[config.mk]
export PLATFORM = sky130hd
export DESIGN_NAME = twrg_top
export DESIGN_NICKNAME = d
export VERILOG_FILES = /design/src/shared/twrg_pkg.sv /design/src/design/twrg_top.sv
export VERILOG_INCLUDE_DIRS = /design/src /design/src/shared
export SDC_FILE = /design/constraint.sdc
export NUM_CORES = 1
export LEC_CHECK = 0
export ABC_AREA = 0
export BUFFER_PORTS_ARGS = -buffer_cell sky130_fd_sc_hd__buf_4
export CORE_MARGIN = 2
export CORE_UTILIZATION = 51
export DETAILED_ROUTE_END_ITERATION = 12
export PLACE_DENSITY = 0.76
export SETUP_SLACK_MARGIN = 0.05
export SLEW_MARGIN = 20
export SYNTH_ARGS = -nofsm -noshare
export SYNTH_HDL_FRONTEND = slang
export SYNTH_SLANG_ARGS = --single-unit
[constraint.sdc]
create_clock -name I_CLOCK -period 2.5 [get_ports I_CLOCK]
set_clock_uncertainty 0.2 [all_clocks]
set_input_delay 0.25 -clock I_CLOCK [delete_from_list [all_inputs] [get_ports I_CLOCK]]
set_output_delay 0.25 -clock I_CLOCK [all_outputs]
set_load 0.005 [all_outputs]
[src/shared/twrg_consts.svh]
/*
  Constants of the two-wire interface register write guard: offsets,
  field positions, reset values and the password.
  Assumes an APB slave with 8-bit byte addresses and 32-bit data.
*/
// What this block does
// - A mode write with the right password and bit 0 low turns protection off.
// - A mode write with the right password and bit 0 high turns protection on.
// - A mode write with any other key is dropped and the enable bit is kept.
// - A write protection violation sets the violation flag until the next status read.
// - Reading the status register clears the flag, so it reads 0 with no new violation.
// - While the flag is set, status bits 31:8 show the offset of the offending write.
// - The source field loads only on a write attempt to a protected register.
`ifndef TWRG_CONSTS_SVH
`define TWRG_CONSTS_SVH

`define TWRG_OFS_CTRL       8'h00
`define TWRG_OFS_CFG        8'h04
`define TWRG_OFS_MODE       8'hE4
`define TWRG_OFS_STATUS     8'hE8
`define TWRG_OFS_IRQ_STATUS 8'hF0
`define TWRG_OFS_IRQ_MASK   8'hF4

`define TWRG_PASSWORD       24'h54_5749
`define TWRG_KEY_MSB        31
`define TWRG_KEY_LSB        8
`define TWRG_EN_BIT         0
`define TWRG_FLAG_BIT       0
`define TWRG_SRC_MSB        31
`define TWRG_SRC_LSB        8
`define TWRG_IRQ_VIOL_BIT   0

`define TWRG_RST_WORD       32'h0000_0000
`define TWRG_RST_SRC        24'h00_0000
`define TWRG_RST_IRQ        1'h0

`endif

[src/shared/twrg_pkg.sv]
/*
  Types of the two-wire interface register write guard.
  Assumes the constants header is included by the design files.
*/
package twrg_pkg;
  typedef logic [7:0]  twrg_addr_t;
  typedef logic [31:0] twrg_word_t;
  typedef logic [23:0] twrg_src_t;
endpackage

[src/design/twrg_top.sv]
/*
  Register write guard with two protected configuration registers,
  the guard mode and status registers and a one-bit interrupt.
  Assumes an APB master on I_CLOCK; all inputs synchronous to it.
*/
`timescale 1ns/1ns
`include "twrg_consts.svh"

module twrg_top (
  input  wire logic                I_CLOCK,
  input  wire logic                I_RST_N,
  input  wire logic                I_CLK_EN,
  input  wire logic                I_PSEL,
  input  wire logic                I_PENABLE,
  input  wire logic                I_PWRITE,
  input  wire twrg_pkg::twrg_addr_t I_PADDR,
  input  wire twrg_pkg::twrg_word_t I_PWDATA,
  output twrg_pkg::twrg_word_t      O_PRDATA,
  output logic                      O_PREADY,
  output logic                      O_PSLVERR,
  output logic                      O_IRQ,
  output logic                      O_GUARD_ENABLE,
  output twrg_pkg::twrg_word_t      O_CTRL,
  output twrg_pkg::twrg_word_t      O_CFG
);

  logic                 guard_enable_bit;
  logic                 guard_violation_flag;
  twrg_pkg::twrg_src_t  guard_violation_source;
  twrg_pkg::twrg_word_t ctrl;
  twrg_pkg::twrg_word_t cfg;
  logic                 irq_status;
  logic                 irq_mask;
  logic                 pready;

  // Address decode
  wire hit_ctrl   = I_PADDR == `TWRG_OFS_CTRL;
  wire hit_cfg    = I_PADDR == `TWRG_OFS_CFG;
  wire hit_mode   = I_PADDR == `TWRG_OFS_MODE;
  wire hit_status = I_PADDR == `TWRG_OFS_STATUS;
  wire hit_istat  = I_PADDR == `TWRG_OFS_IRQ_STATUS;
  wire hit_imask  = I_PADDR == `TWRG_OFS_IRQ_MASK;
  wire hit_any    = hit_ctrl | hit_cfg | hit_mode | hit_status
                  | hit_istat | hit_imask;
  wire hit_prot   = hit_ctrl | hit_cfg;

  // Transfer completes at the access edge where pready is high
  wire setup      = I_PSEL & ~I_PENABLE;
  wire access     = I_PSEL & I_PENABLE & pready;
  wire wr_done    = access & I_PWRITE;
  wire rd_done    = access & ~I_PWRITE;

  wire key_ok     = I_PWDATA[`TWRG_KEY_MSB:`TWRG_KEY_LSB] == `TWRG_PASSWORD;
  wire mode_wr    = wr_done & hit_mode;
  wire mode_ok    = mode_wr & key_ok;
  wire prot_wr    = wr_done & hit_prot;
  wire violation  = prot_wr & guard_enable_bit;
  wire prot_allow = prot_wr & ~guard_enable_bit;
  wire status_rd  = rd_done & hit_status;

  wire next_enable = mode_ok ? I_PWDATA[`TWRG_EN_BIT] : guard_enable_bit;
  // Set wins over the read clear
  wire next_flag   = violation | (guard_violation_flag & ~status_rd);
  wire twrg_pkg::twrg_src_t next_source = violation
                   ? {16'h0000, I_PADDR} : guard_violation_source;

  wire irq_clr     = wr_done & hit_istat & I_PWDATA[`TWRG_IRQ_VIOL_BIT];
  wire next_istat  = violation | (irq_status & ~irq_clr);
  wire next_imask  = (wr_done & hit_imask)
                   ? I_PWDATA[`TWRG_IRQ_VIOL_BIT] : irq_mask;
  wire next_irq    = next_istat & next_imask;

  // Key field never reads back
  wire twrg_pkg::twrg_word_t rd_mode   = {31'h0000_0000, guard_enable_bit};
  wire twrg_pkg::twrg_word_t rd_status = {guard_violation_source, 7'h00,
                                          guard_violation_flag};
  wire twrg_pkg::twrg_word_t rd_istat  = {31'h0000_0000, irq_status};
  wire twrg_pkg::twrg_word_t rd_imask  = {31'h0000_0000, irq_mask};
  wire twrg_pkg::twrg_word_t next_rdata;

  assign next_rdata = hit_ctrl   ? ctrl      :
                      hit_cfg    ? cfg       :
                      hit_mode   ? rd_mode   :
                      hit_status ? rd_status :
                      hit_istat  ? rd_istat  :
                      hit_imask  ? rd_imask  : `TWRG_RST_WORD;

  // Guard mode register
  always_ff @(posedge I_CLOCK or negedge I_RST_N) begin
    if (!I_RST_N) begin
      guard_enable_bit <= 1'b0;
    end else if (I_CLK_EN) begin
      guard_enable_bit <= next_enable;
    end
  end

  // Violation status
  always_ff @(posedge I_CLOCK or negedge I_RST_N) begin
    if (!I_RST_N) begin
      guard_violation_flag   <= 1'b0;
      guard_violation_source <= `TWRG_RST_SRC;
    end else if (I_CLK_EN) begin
      guard_violation_flag   <= next_flag;
      guard_violation_source <= next_source;
    end
  end

  // Protected registers; writes land only while the guard is off
  always_ff @(posedge I_CLOCK or negedge I_RST_N) begin
    if (!I_RST_N) begin
      ctrl <= `TWRG_RST_WORD;
      cfg  <= `TWRG_RST_WORD;
    end else if (I_CLK_EN && prot_allow) begin
      if (hit_ctrl) begin
        ctrl <= I_PWDATA;
      end else begin
        cfg  <= I_PWDATA;
      end
    end
  end

  // Interrupt status, mask and output
  always_ff @(posedge I_CLOCK or negedge I_RST_N) begin
    if (!I_RST_N) begin
      irq_status <= `TWRG_RST_IRQ;
      irq_mask   <= `TWRG_RST_IRQ;
      O_IRQ      <= 1'b0;
    end else if (I_CLK_EN) begin
      irq_status <= next_istat;
      irq_mask   <= next_imask;
      O_IRQ      <= next_irq;
    end
  end

  // APB answer: read data captured in setup, one wait-free access cycle
  always_ff @(posedge I_CLOCK or negedge I_RST_N) begin
    if (!I_RST_N) begin
      pready    <= 1'b0;
      O_PRDATA  <= `TWRG_RST_WORD;
      O_PSLVERR <= 1'b0;
    end else if (I_CLK_EN) begin
      pready    <= setup;
      O_PSLVERR <= setup & ~hit_any;
      if (setup && !I_PWRITE) begin
        O_PRDATA <= next_rdata;
      end
    end
  end

  assign O_PREADY       = pready;
  assign O_GUARD_ENABLE = guard_enable_bit;
  assign O_CTRL         = ctrl;
  assign O_CFG          = cfg;
endmodule

### After elaboration in Yosys (flattened, before gate mapping)

Cells that the tools add are included.
Widths: inputs -> output; s select.

| storage, ports and cells | value |
|---|---|
| word-level logic and storage cells | 65 |
| bits of input ports | 46 |
| output and inout port bits | 100 |
| flip-flop bits (word level) | 111 |

| cells by class | value |
|---|---|
| mux-type cells | 7 |
| eq/ne operators | 6 |
| reduce and logical (&&, ||, !) cells | 9 |
| bitwise gates (word level) | 32 |

Operators with widths:

| operator | count |
|---|---|
| $mux 32 | 2 |
| $eq 8x8->1 const B | 4 |
| $mux 16 | 2 |
| $eq 24x23->1 const B | 1 |
| $and 1x1->1 | 18 |
| $reduce_and 2->1 | 5 |
| $eq 8x3->1 const B | 1 |
| $logic_not 8->1 | 1 |
| $not 1->1 | 7 |
| $or 1x1->1 | 7 |
| $mux 1 | 3 |
| $logic_and 1x1->1 | 2 |
| $logic_not 1->1 | 1 |

### Depth between registers and ports, before layout

Gate-level depths: netlist of run 1.

| logic depth | value |
|---|---|
| word-level depth | 9 |
| depth in mapped cells | 6 |
| depth with buffers taken out | 4 |

### Least setup slack after synthesis of run 1

OpenSTA, ideal clock, no wires.

| path | value |
|---|---|
| path kind | flip-flop to flip-flop |
| from | register pready, in the netlist O_PREADY |
| to | register cfg[0], in the netlist O_CFG[0] |
| path buffers | 1 |
| stages on the path, launching flop included | 6 |
| setup slack | 573 ps |
| data required time | 2175 ps |
| data arrival time | 1602 ps |
| period minus slack after synthesis | 1927 ps |
| setup time | 125 ps |
| cell sequence | dfrtp_1 -> and4_1 -> nand4_4 -> nor3b_4 -> buf_6 -> mux2_2 |

| on the way | value |
|---|---|
| cells in the longest elaborated chain, start to end | 6 |

RTL lines:

| item | RTL line | text |
|---|---|---|
| from (decl) | twrg_top.sv:34 | `logic pready;` |
| from (signal assigned) | twrg_top.sv:142 | `pready <= setup;` |
| $and 1x1->1 | twrg_top.sv:49 | `wire access = I_PSEL & I_PENABLE & pready;` |
| $and 1x1->1 | twrg_top.sv:50 | `wire wr_done = access & I_PWRITE;` |
| $and 1x1->1 | twrg_top.sv:56 | `wire prot_wr = wr_done & hit_prot;` |
| $and 1x1->1 | twrg_top.sv:58 | `wire prot_allow = prot_wr & ~guard_enable_bit;` |
| $logic_and 1x1->1 | twrg_top.sv:113 | `end else if (I_CLK_EN && prot_allow) begin` |
| $reduce_and 2->1 (no line) | - |  |
| to (signal assigned) | twrg_top.sv:112 | `` cfg <= `TWRG_RST_WORD; `` |
| to (decl) | twrg_top.sv:31 | `twrg_pkg::twrg_word_t cfg;` |

Every way passes these cells.
A chain may end at the register's enable or synchronous reset.

### Final worst setup path of run 1

| path | value |
|---|---|
| from | input I_CLK_EN |
| to | register cfg[19], in the netlist O_CFG[19] |

| on the way | value |
|---|---|
| cells in the longest elaborated chain, start to end | 2 |

RTL lines:

| item | RTL line | text |
|---|---|---|
| from (decl) | twrg_top.sv:12 | `input wire logic I_CLK_EN,` |
| $logic_and 1x1->1 | twrg_top.sv:113 |  |
| $reduce_and 2->1 (no line) | - |  |

Every way passes these cells.

==> results of run 1 <==
==> flip-flops by register name, summed over array words and instances (netlist names) <==
name	count
O_CFG	32
O_CTRL	32
O_PRDATA	32
guard_violation_source	8
O_GUARD_ENABLE	1
O_IRQ	1
O_PREADY	1
O_PSLVERR	1
guard_violation_flag	1
irq_mask	1
irq_status	1
==> layer usage <==
metal / vias up / routed length, µm / global-route usage
met5: - / 0 / 0
met4: 0 / 220 / 0.0728
met1: 1848 / 5200 / 0.314
met3: 16 / 542 / 0.0552
li1: 1707 / - / -
met2: 93 / 6360 / 0.428
==> per-stage QoR <==
stage               utilization  setup slack (ns)  cell area, µm²  total power, mW
global route              0.721             0.174            6660             3.44
detailed placement        0.660             0.315            6100             2.16
global placement          0.660             0.351            6100             2.15
CTS                       0.721             0.270            6660             3.33
floorplan                     -             0.573            4880             1.97
finish                    0.721             0.239            6660             3.30
==> synthesized netlist by cell type (all sizes together) <==
cell / instances / area (µm²)
a21oi: 2 / 10.0
a221oi: 9 / 78.8
a311o: 1 / 10.0
a31o: 1 / 8.76
a31oi: 1 / 6.26
and2: 8 / 50.1
and3: 2 / 12.5
and3b: 2 / 17.5
and4: 1 / 8.76
and4b: 3 / 30.0
buf: 13 / 93.8
clkbuf: 8 / 30.0
dfrtp: 111 / 2780
inv: 5 / 18.8
mux2: 74 / 833
mux2i: 25 / 250
nand2: 30 / 113
nand3: 3 / 15.0
nand3b: 2 / 15.0
nand4: 4 / 40.0
nand4b: 1 / 8.76
nor2: 20 / 82.6
nor2b: 3 / 18.8
nor3: 4 / 31.3
nor3b: 3 / 33.8
nor4: 3 / 48.8
nor4b: 2 / 17.5
nor4bb: 1 / 10.0
o211ai: 2 / 15.0
o21ai: 27 / 135
o22ai: 1 / 6.26
o311ai: 1 / 8.76
o31ai: 1 / 7.51
o41a: 1 / 11.3
or2: 1 / 6.26
or3: 1 / 6.26
or4: 1 / 11.3
==> cell families (layout without fill, tap and decap cells) <==
logic type	after synthesis	count (layout)
compound gates	47	47
mux	99	99
simple gates	95	95
buf+inv	26	208
flops	111	111
==> report_power, final <==
part / internal (mW) / total [mW] / switching (mW) / leakage, nW
Combinational: 0.167 / 0.316 / 0.149 / 1.74
Clock: 0.528 / 1.13 / 0.607 / 0.104
Sequential: 1.83 / 1.85 / 0.0198 / 1.52
Total: 2.52 / 3.30 / 0.776 / 3.37
==> how the worst min path moves through the flow <==
stage                       end  slack [ns]  cells past startpoint       start
floorplan              O_CFG[0]       -0.25                      0     I_RST_N
global placement    O_PRDATA[6]        0.10                      1     I_RST_N
detailed placement  O_PRDATA[6]        0.11                      1     I_RST_N
CTS                   O_PSLVERR        0.02                      3  I_PADDR[3]
global route          O_PSLVERR        0.05                      3  I_PADDR[3]
finish                 O_PREADY        0.04                      4   I_PENABLE
==> cell type report <==
class | instances | area (µm²) | share of cell area
clock buffers | 11 | 151 | 0.0227
clock inverters | 5 | 65.1 | 0.00977
inverters | 5 | 18.8 | 0.00282
multi-input cells | 241 | 1960 | 0.294
flip-flops and latches | 111 | 2780 | 0.417
well taps | 129 | 161 | 0.0242
repair buffers | 187 | 1530 | 0.229
==> critical path: stages <==
cell	delay (ns)
dlygate4sd3_1	0.53
buf_4	0.17
and4_1	0.31
nand4_4	0.16
nor3b_4	0.26
buf_12	0.25
mux2_2	0.36
==> qor.csv, run 1 <==
stage,metric,value,unit
run_status,status,finished clean,
power,ir_drop,254,µV
power,power_density,495,nW/µm²
floorplan,initial_core_util,0.528,
setup_path,start_kind,input port,
placed_design,place_congestion,0.812,
sta,slew_viol_final,0,
floorplan,core_area,9240,µm²
synthesis,yosys_warnings,0,
floorplan,die_w,102,µm
cts,cts_resized,0,
setup_path,r2r_end,O_CFG[19],
sta,rsz0062_at_grt,false,
layout,instances_no_fill,689,
sta,min_period,2.26,ns
cts,clockBufferDepth,2,
synthesis,synth_compound_area_frac,0.0610,
cts,cts_tree,built,
floorplan,floorplan.die_area,10400,µm²
sta,final-setup-viol-count,0,
setup_path,worst_setup_path_end_kind,flop,
sta,timing.hold.ws,0.0406,ns
cts,ctsHtreeMaxLevel,3,
routing,drt_iter0_drc,120,
cts,clock_latency,0.36,ns
placed_design,post-dp-hpwl,8260,µm
setup_path,crit_path_end,O_CFG[19],
sta,finalSetupTns,0,ns
setup_path,reg2reg_depth,5,
grt,grt_start_max_net_pins,50,
cts,cts_hold_buffers,34,
sta,clock.fmax,442,MHz
setup_path,critPathLaunch,I_CLK_EN,
synthesis,synthXorXnorAreaFrac,0,
sta,hold_violations,0,
routing,firstDrtPassIters,4,
grt,gr-total-overflow,0,
synthesis,synth-seq-cells,111,
routing,vias_per_cell,5.32,
synthesis,synthDistinctLibCells,46,
layout,drive_above_1_share,0.448,
cts,path_clk_slew,0.09,ns
routing,ant_nets,0,
sta,min_period_over_period,0.904,
routing,drt_wl_total,12300,µm
cts,root_buffer,clkbuf_8,
routing,drcViolationCount,0,
setup_path,path_max_fanout,32,
hold_path,hold_class,input port to flop,
layout,layout_commonest_cell,buf_4,
synthesis,netlist_instances,378,
floorplan,row_count,35,
grt,grt.total_usage,0.248,
sta,slew_headroom,0.583,
setup_path,required,2.54,ns
synthesis,synth_nets,424,
synthesis,synth_fa_ha_area_frac,0,
synthesis,avgSynthCellArea,12.9,µm²
grt,grt_pass1_vias,3827,
synthesis,synth-simple-area-share,0.118,
synthesis,synth_top_family_by_area,multiplexers,
power,p_leak,3.37,nW
placed_design,place.port_buffers,145,
floorplan,io_pins,146,
layout,nets,601,
setup_path,reg2reg_slack,0.44,ns
routing,dr_total_vias,3664,
synthesis,ys_seq_area_frac,0.569,
setup_path,path_class,input port to flop,
setup_path,crit_arrival,2.30,ns
cts,cts_setup_buffers,0,
routing,wl_per_cell,17.9,µm
layout,antenna_cells,0,
grt,grt_pass1_wl,19800,µm
synthesis,synth_area,4880,µm²
sta,worstMarginPinSlew,0.625,ns
floorplan,fp.dieH,102,µm
placed_design,place_inst,639,
layout,area_growth,36.5,%
setup_path,reg2reg_from,O_PREADY,
layout,final_cell_mix,"buf_4, dfrtp_1, mux2_2",
cts,numClockSinks,111,
job,drv_cap,0,
layout,fillers,672,
synthesis,synthMuxAreaShare,0.222,
grt,antenna_found_initial,0,
cts,numCtsBuffers,9,
(Power assumes the default switching activity.)
==> run 2, diff against run 1 <==
--- a/config.mk
+++ b/config.mk
@@ -12,6 +12,7 @@
 export CORE_UTILIZATION = 51
 export DETAILED_ROUTE_END_ITERATION = 12
 export PLACE_DENSITY = 0.76
+export REMOVE_ABC_BUFFERS = 1
 export SETUP_SLACK_MARGIN = 0.05
 export SLEW_MARGIN = 20
 export SYNTH_ARGS = -nofsm -noshare
==> run 2 against run 1 <==
Net effect:
- total power decreased by 2.8%
- hold slack got worse by 0.018 ns
- register-to-register slack got worse by 0.02 ns
- core utilization about the same
- cell count increased by 0.15%
==> qor.csv, run 2 (synthesis gave the netlist of run 1 again) <==
stage,metric,value,unit
routing,drt_wl_total,12400,µm
grt,grt.total_usage,0.251,
cts,numCtsBuffers,9,
layout,nets,602,
hold_path,whs_path_depth,4,
run_status,status,finished clean,
cts,ctsHtreeMaxLevel,3,
floorplan,fp.dieH,102,µm
hold_path,holdPathEnd,O_PREADY,
cts,numClockSinks,111,
routing,drcViolationCount,0,
setup_path,reg2reg_slack,0.42,ns
floorplan,initial_core_util,0.528,
routing,vias_per_cell,5.39,
hold_path,hold_class,input port to flop,
cts,clockBufferDepth,2,
sta,rsz0062_at_grt,false,
setup_path,path_class,input port to flop,
sta,worstMarginPinSlew,0.575,ns
cts,cts_tree,built,
routing,drt_iter0_drc,120,
layout,layout_commonest_cell,buf_4,
setup_path,crit_chain,dlygate4sd3_1 > buf_4 > and4_1 > nand4_4 > nor3b_4 > buf_12 > mux2_2,
sta,timing.hold.ws,0.0226,ns
floorplan,core_area,9240,µm²
routing,wl_per_cell,18.0,µm
floorplan,floorplan.die_area,10400,µm²
routing,ant_nets,0,
setup_path,path_delay_family,buffers and inverters,
floorplan,io_pins,146,
placed_design,place_area,6120,µm²
job,drv_cap,0,
cts,cts_resized,0,
hold_path,hp-start,I_PENABLE,
setup_path,required,2.55,ns
cts,cts_setup_buffers,0,
sta,finalSetupTns,0,ns
power,ir_drop,310,µV
floorplan,row_count,35,
sta,slew_viol_final,0,
placed_design,pre_cts_slack,0.290,ns
layout,antenna_cells,0,
grt,grt_pass1_wl,19900,µm
sta,hold_violations,0,
placed_design,place_congestion,0.878,
cts,clock_latency,0.37,ns
cts,cts_hold_buffers,34,
layout,drive_above_1_share,0.449,
grt,gr-total-overflow,0,
setup_path,crit_arrival,2.32,ns
layout,multiInputGateArea,1960,µm²
setup_path,worst_setup_path_end_kind,flop,
setup_path,r2r_end,O_CFG[26],
setup_path,path_max_fanout,25,
setup_path,critPathMaxStageDelay,0.53,ns
layout,ff_latch_area,2780,µm²
cts,path_clk_slew,0.10,ns
layout,fillers,657,
grt,antenna_found_initial,0,
setup_path,reg2reg_depth,5,
setup_path,reg2reg_from,O_PREADY,
layout,fin_util,0.720,
setup_path,path_buf_inv,3,
layout,final_cell_mix,"buf_4, dfrtp_1, mux2_2",
sta,slew_headroom,0.617,
sta,min_period,2.27,ns
sta,worst_slack,0.235,ns
power,power_density,482,nW/µm²
sta,final-setup-viol-count,0,
setup_path,start_kind,input port,
placed_design,post-dp-hpwl,8250,µm
sta,clock.fmax,441,MHz
placed_design,place.port_buffers,145,
floorplan,die_w,102,µm
cts,root_buffer,clkbuf_8,
routing,dr_total_vias,3720,
setup_path,slowest_stage,dlygate4sd3_1,
routing,firstDrtPassIters,4,
grt,grt_start_max_net_pins,45,
layout,area_growth,36.4,%
sta,min_period_over_period,0.906,
grt,grt_pass1_vias,3832,
layout,stdcell_area,6660,µm²
power,p_leak,3.37,nW
run 2: power by group:
part	leakage, nW	internal (mW)	switching, mW
Sequential	1.52	1.83	0.0238
Clock	0.0974	0.426	0.609
Combinational	1.75	0.168	0.150
run 2: worst max path at each step:
stage,startpoint,to,slack (ns),cells past startpoint
finish,I_CLK_EN,O_CFG[26],0.23,7
floorplan,O_PREADY,O_CFG[0],0.07,4
CTS,I_CLK_EN,O_CFG[26],0.24,7
global placement,I_PADDR[1],O_CFG[1],0.34,6
global route,I_CLK_EN,O_CFG[24],0.15,7
detailed placement,I_PADDR[1],O_CFG[26],0.29,6
run 2: final cells by class:
class	instances	share of cell area
clock inverter	5	0.00620
timing repair buffer	188	0.232
inverter	5	0.00282
multi-input combinational	241	0.294
sequential	111	0.417
tap	129	0.0243
clock buffer	11	0.0227
run 2: worst min-delay path: stages:
cell     delay (ns)
buf_4          0.09
nor2b_1        0.06
nand2_1        0.08
o21ai_0        0.07
run 2: per-stage QoR:
step	total power [mW]	cells
after floorplan	1.96	357
after global placement	2.16	640
after detailed placement	2.17	640
after CTS	3.24	690
after global routing	3.34	690
final	3.21	690
run 2: metal layers:
layer,track usage,up-vias,share of wire
met1,0.320,1877,0.43
met3,0.0794,13,0.076
met4,0.0686,0,0.012
li1,-,1711,-
met5,0,-,0
met2,0.414,119,0.48
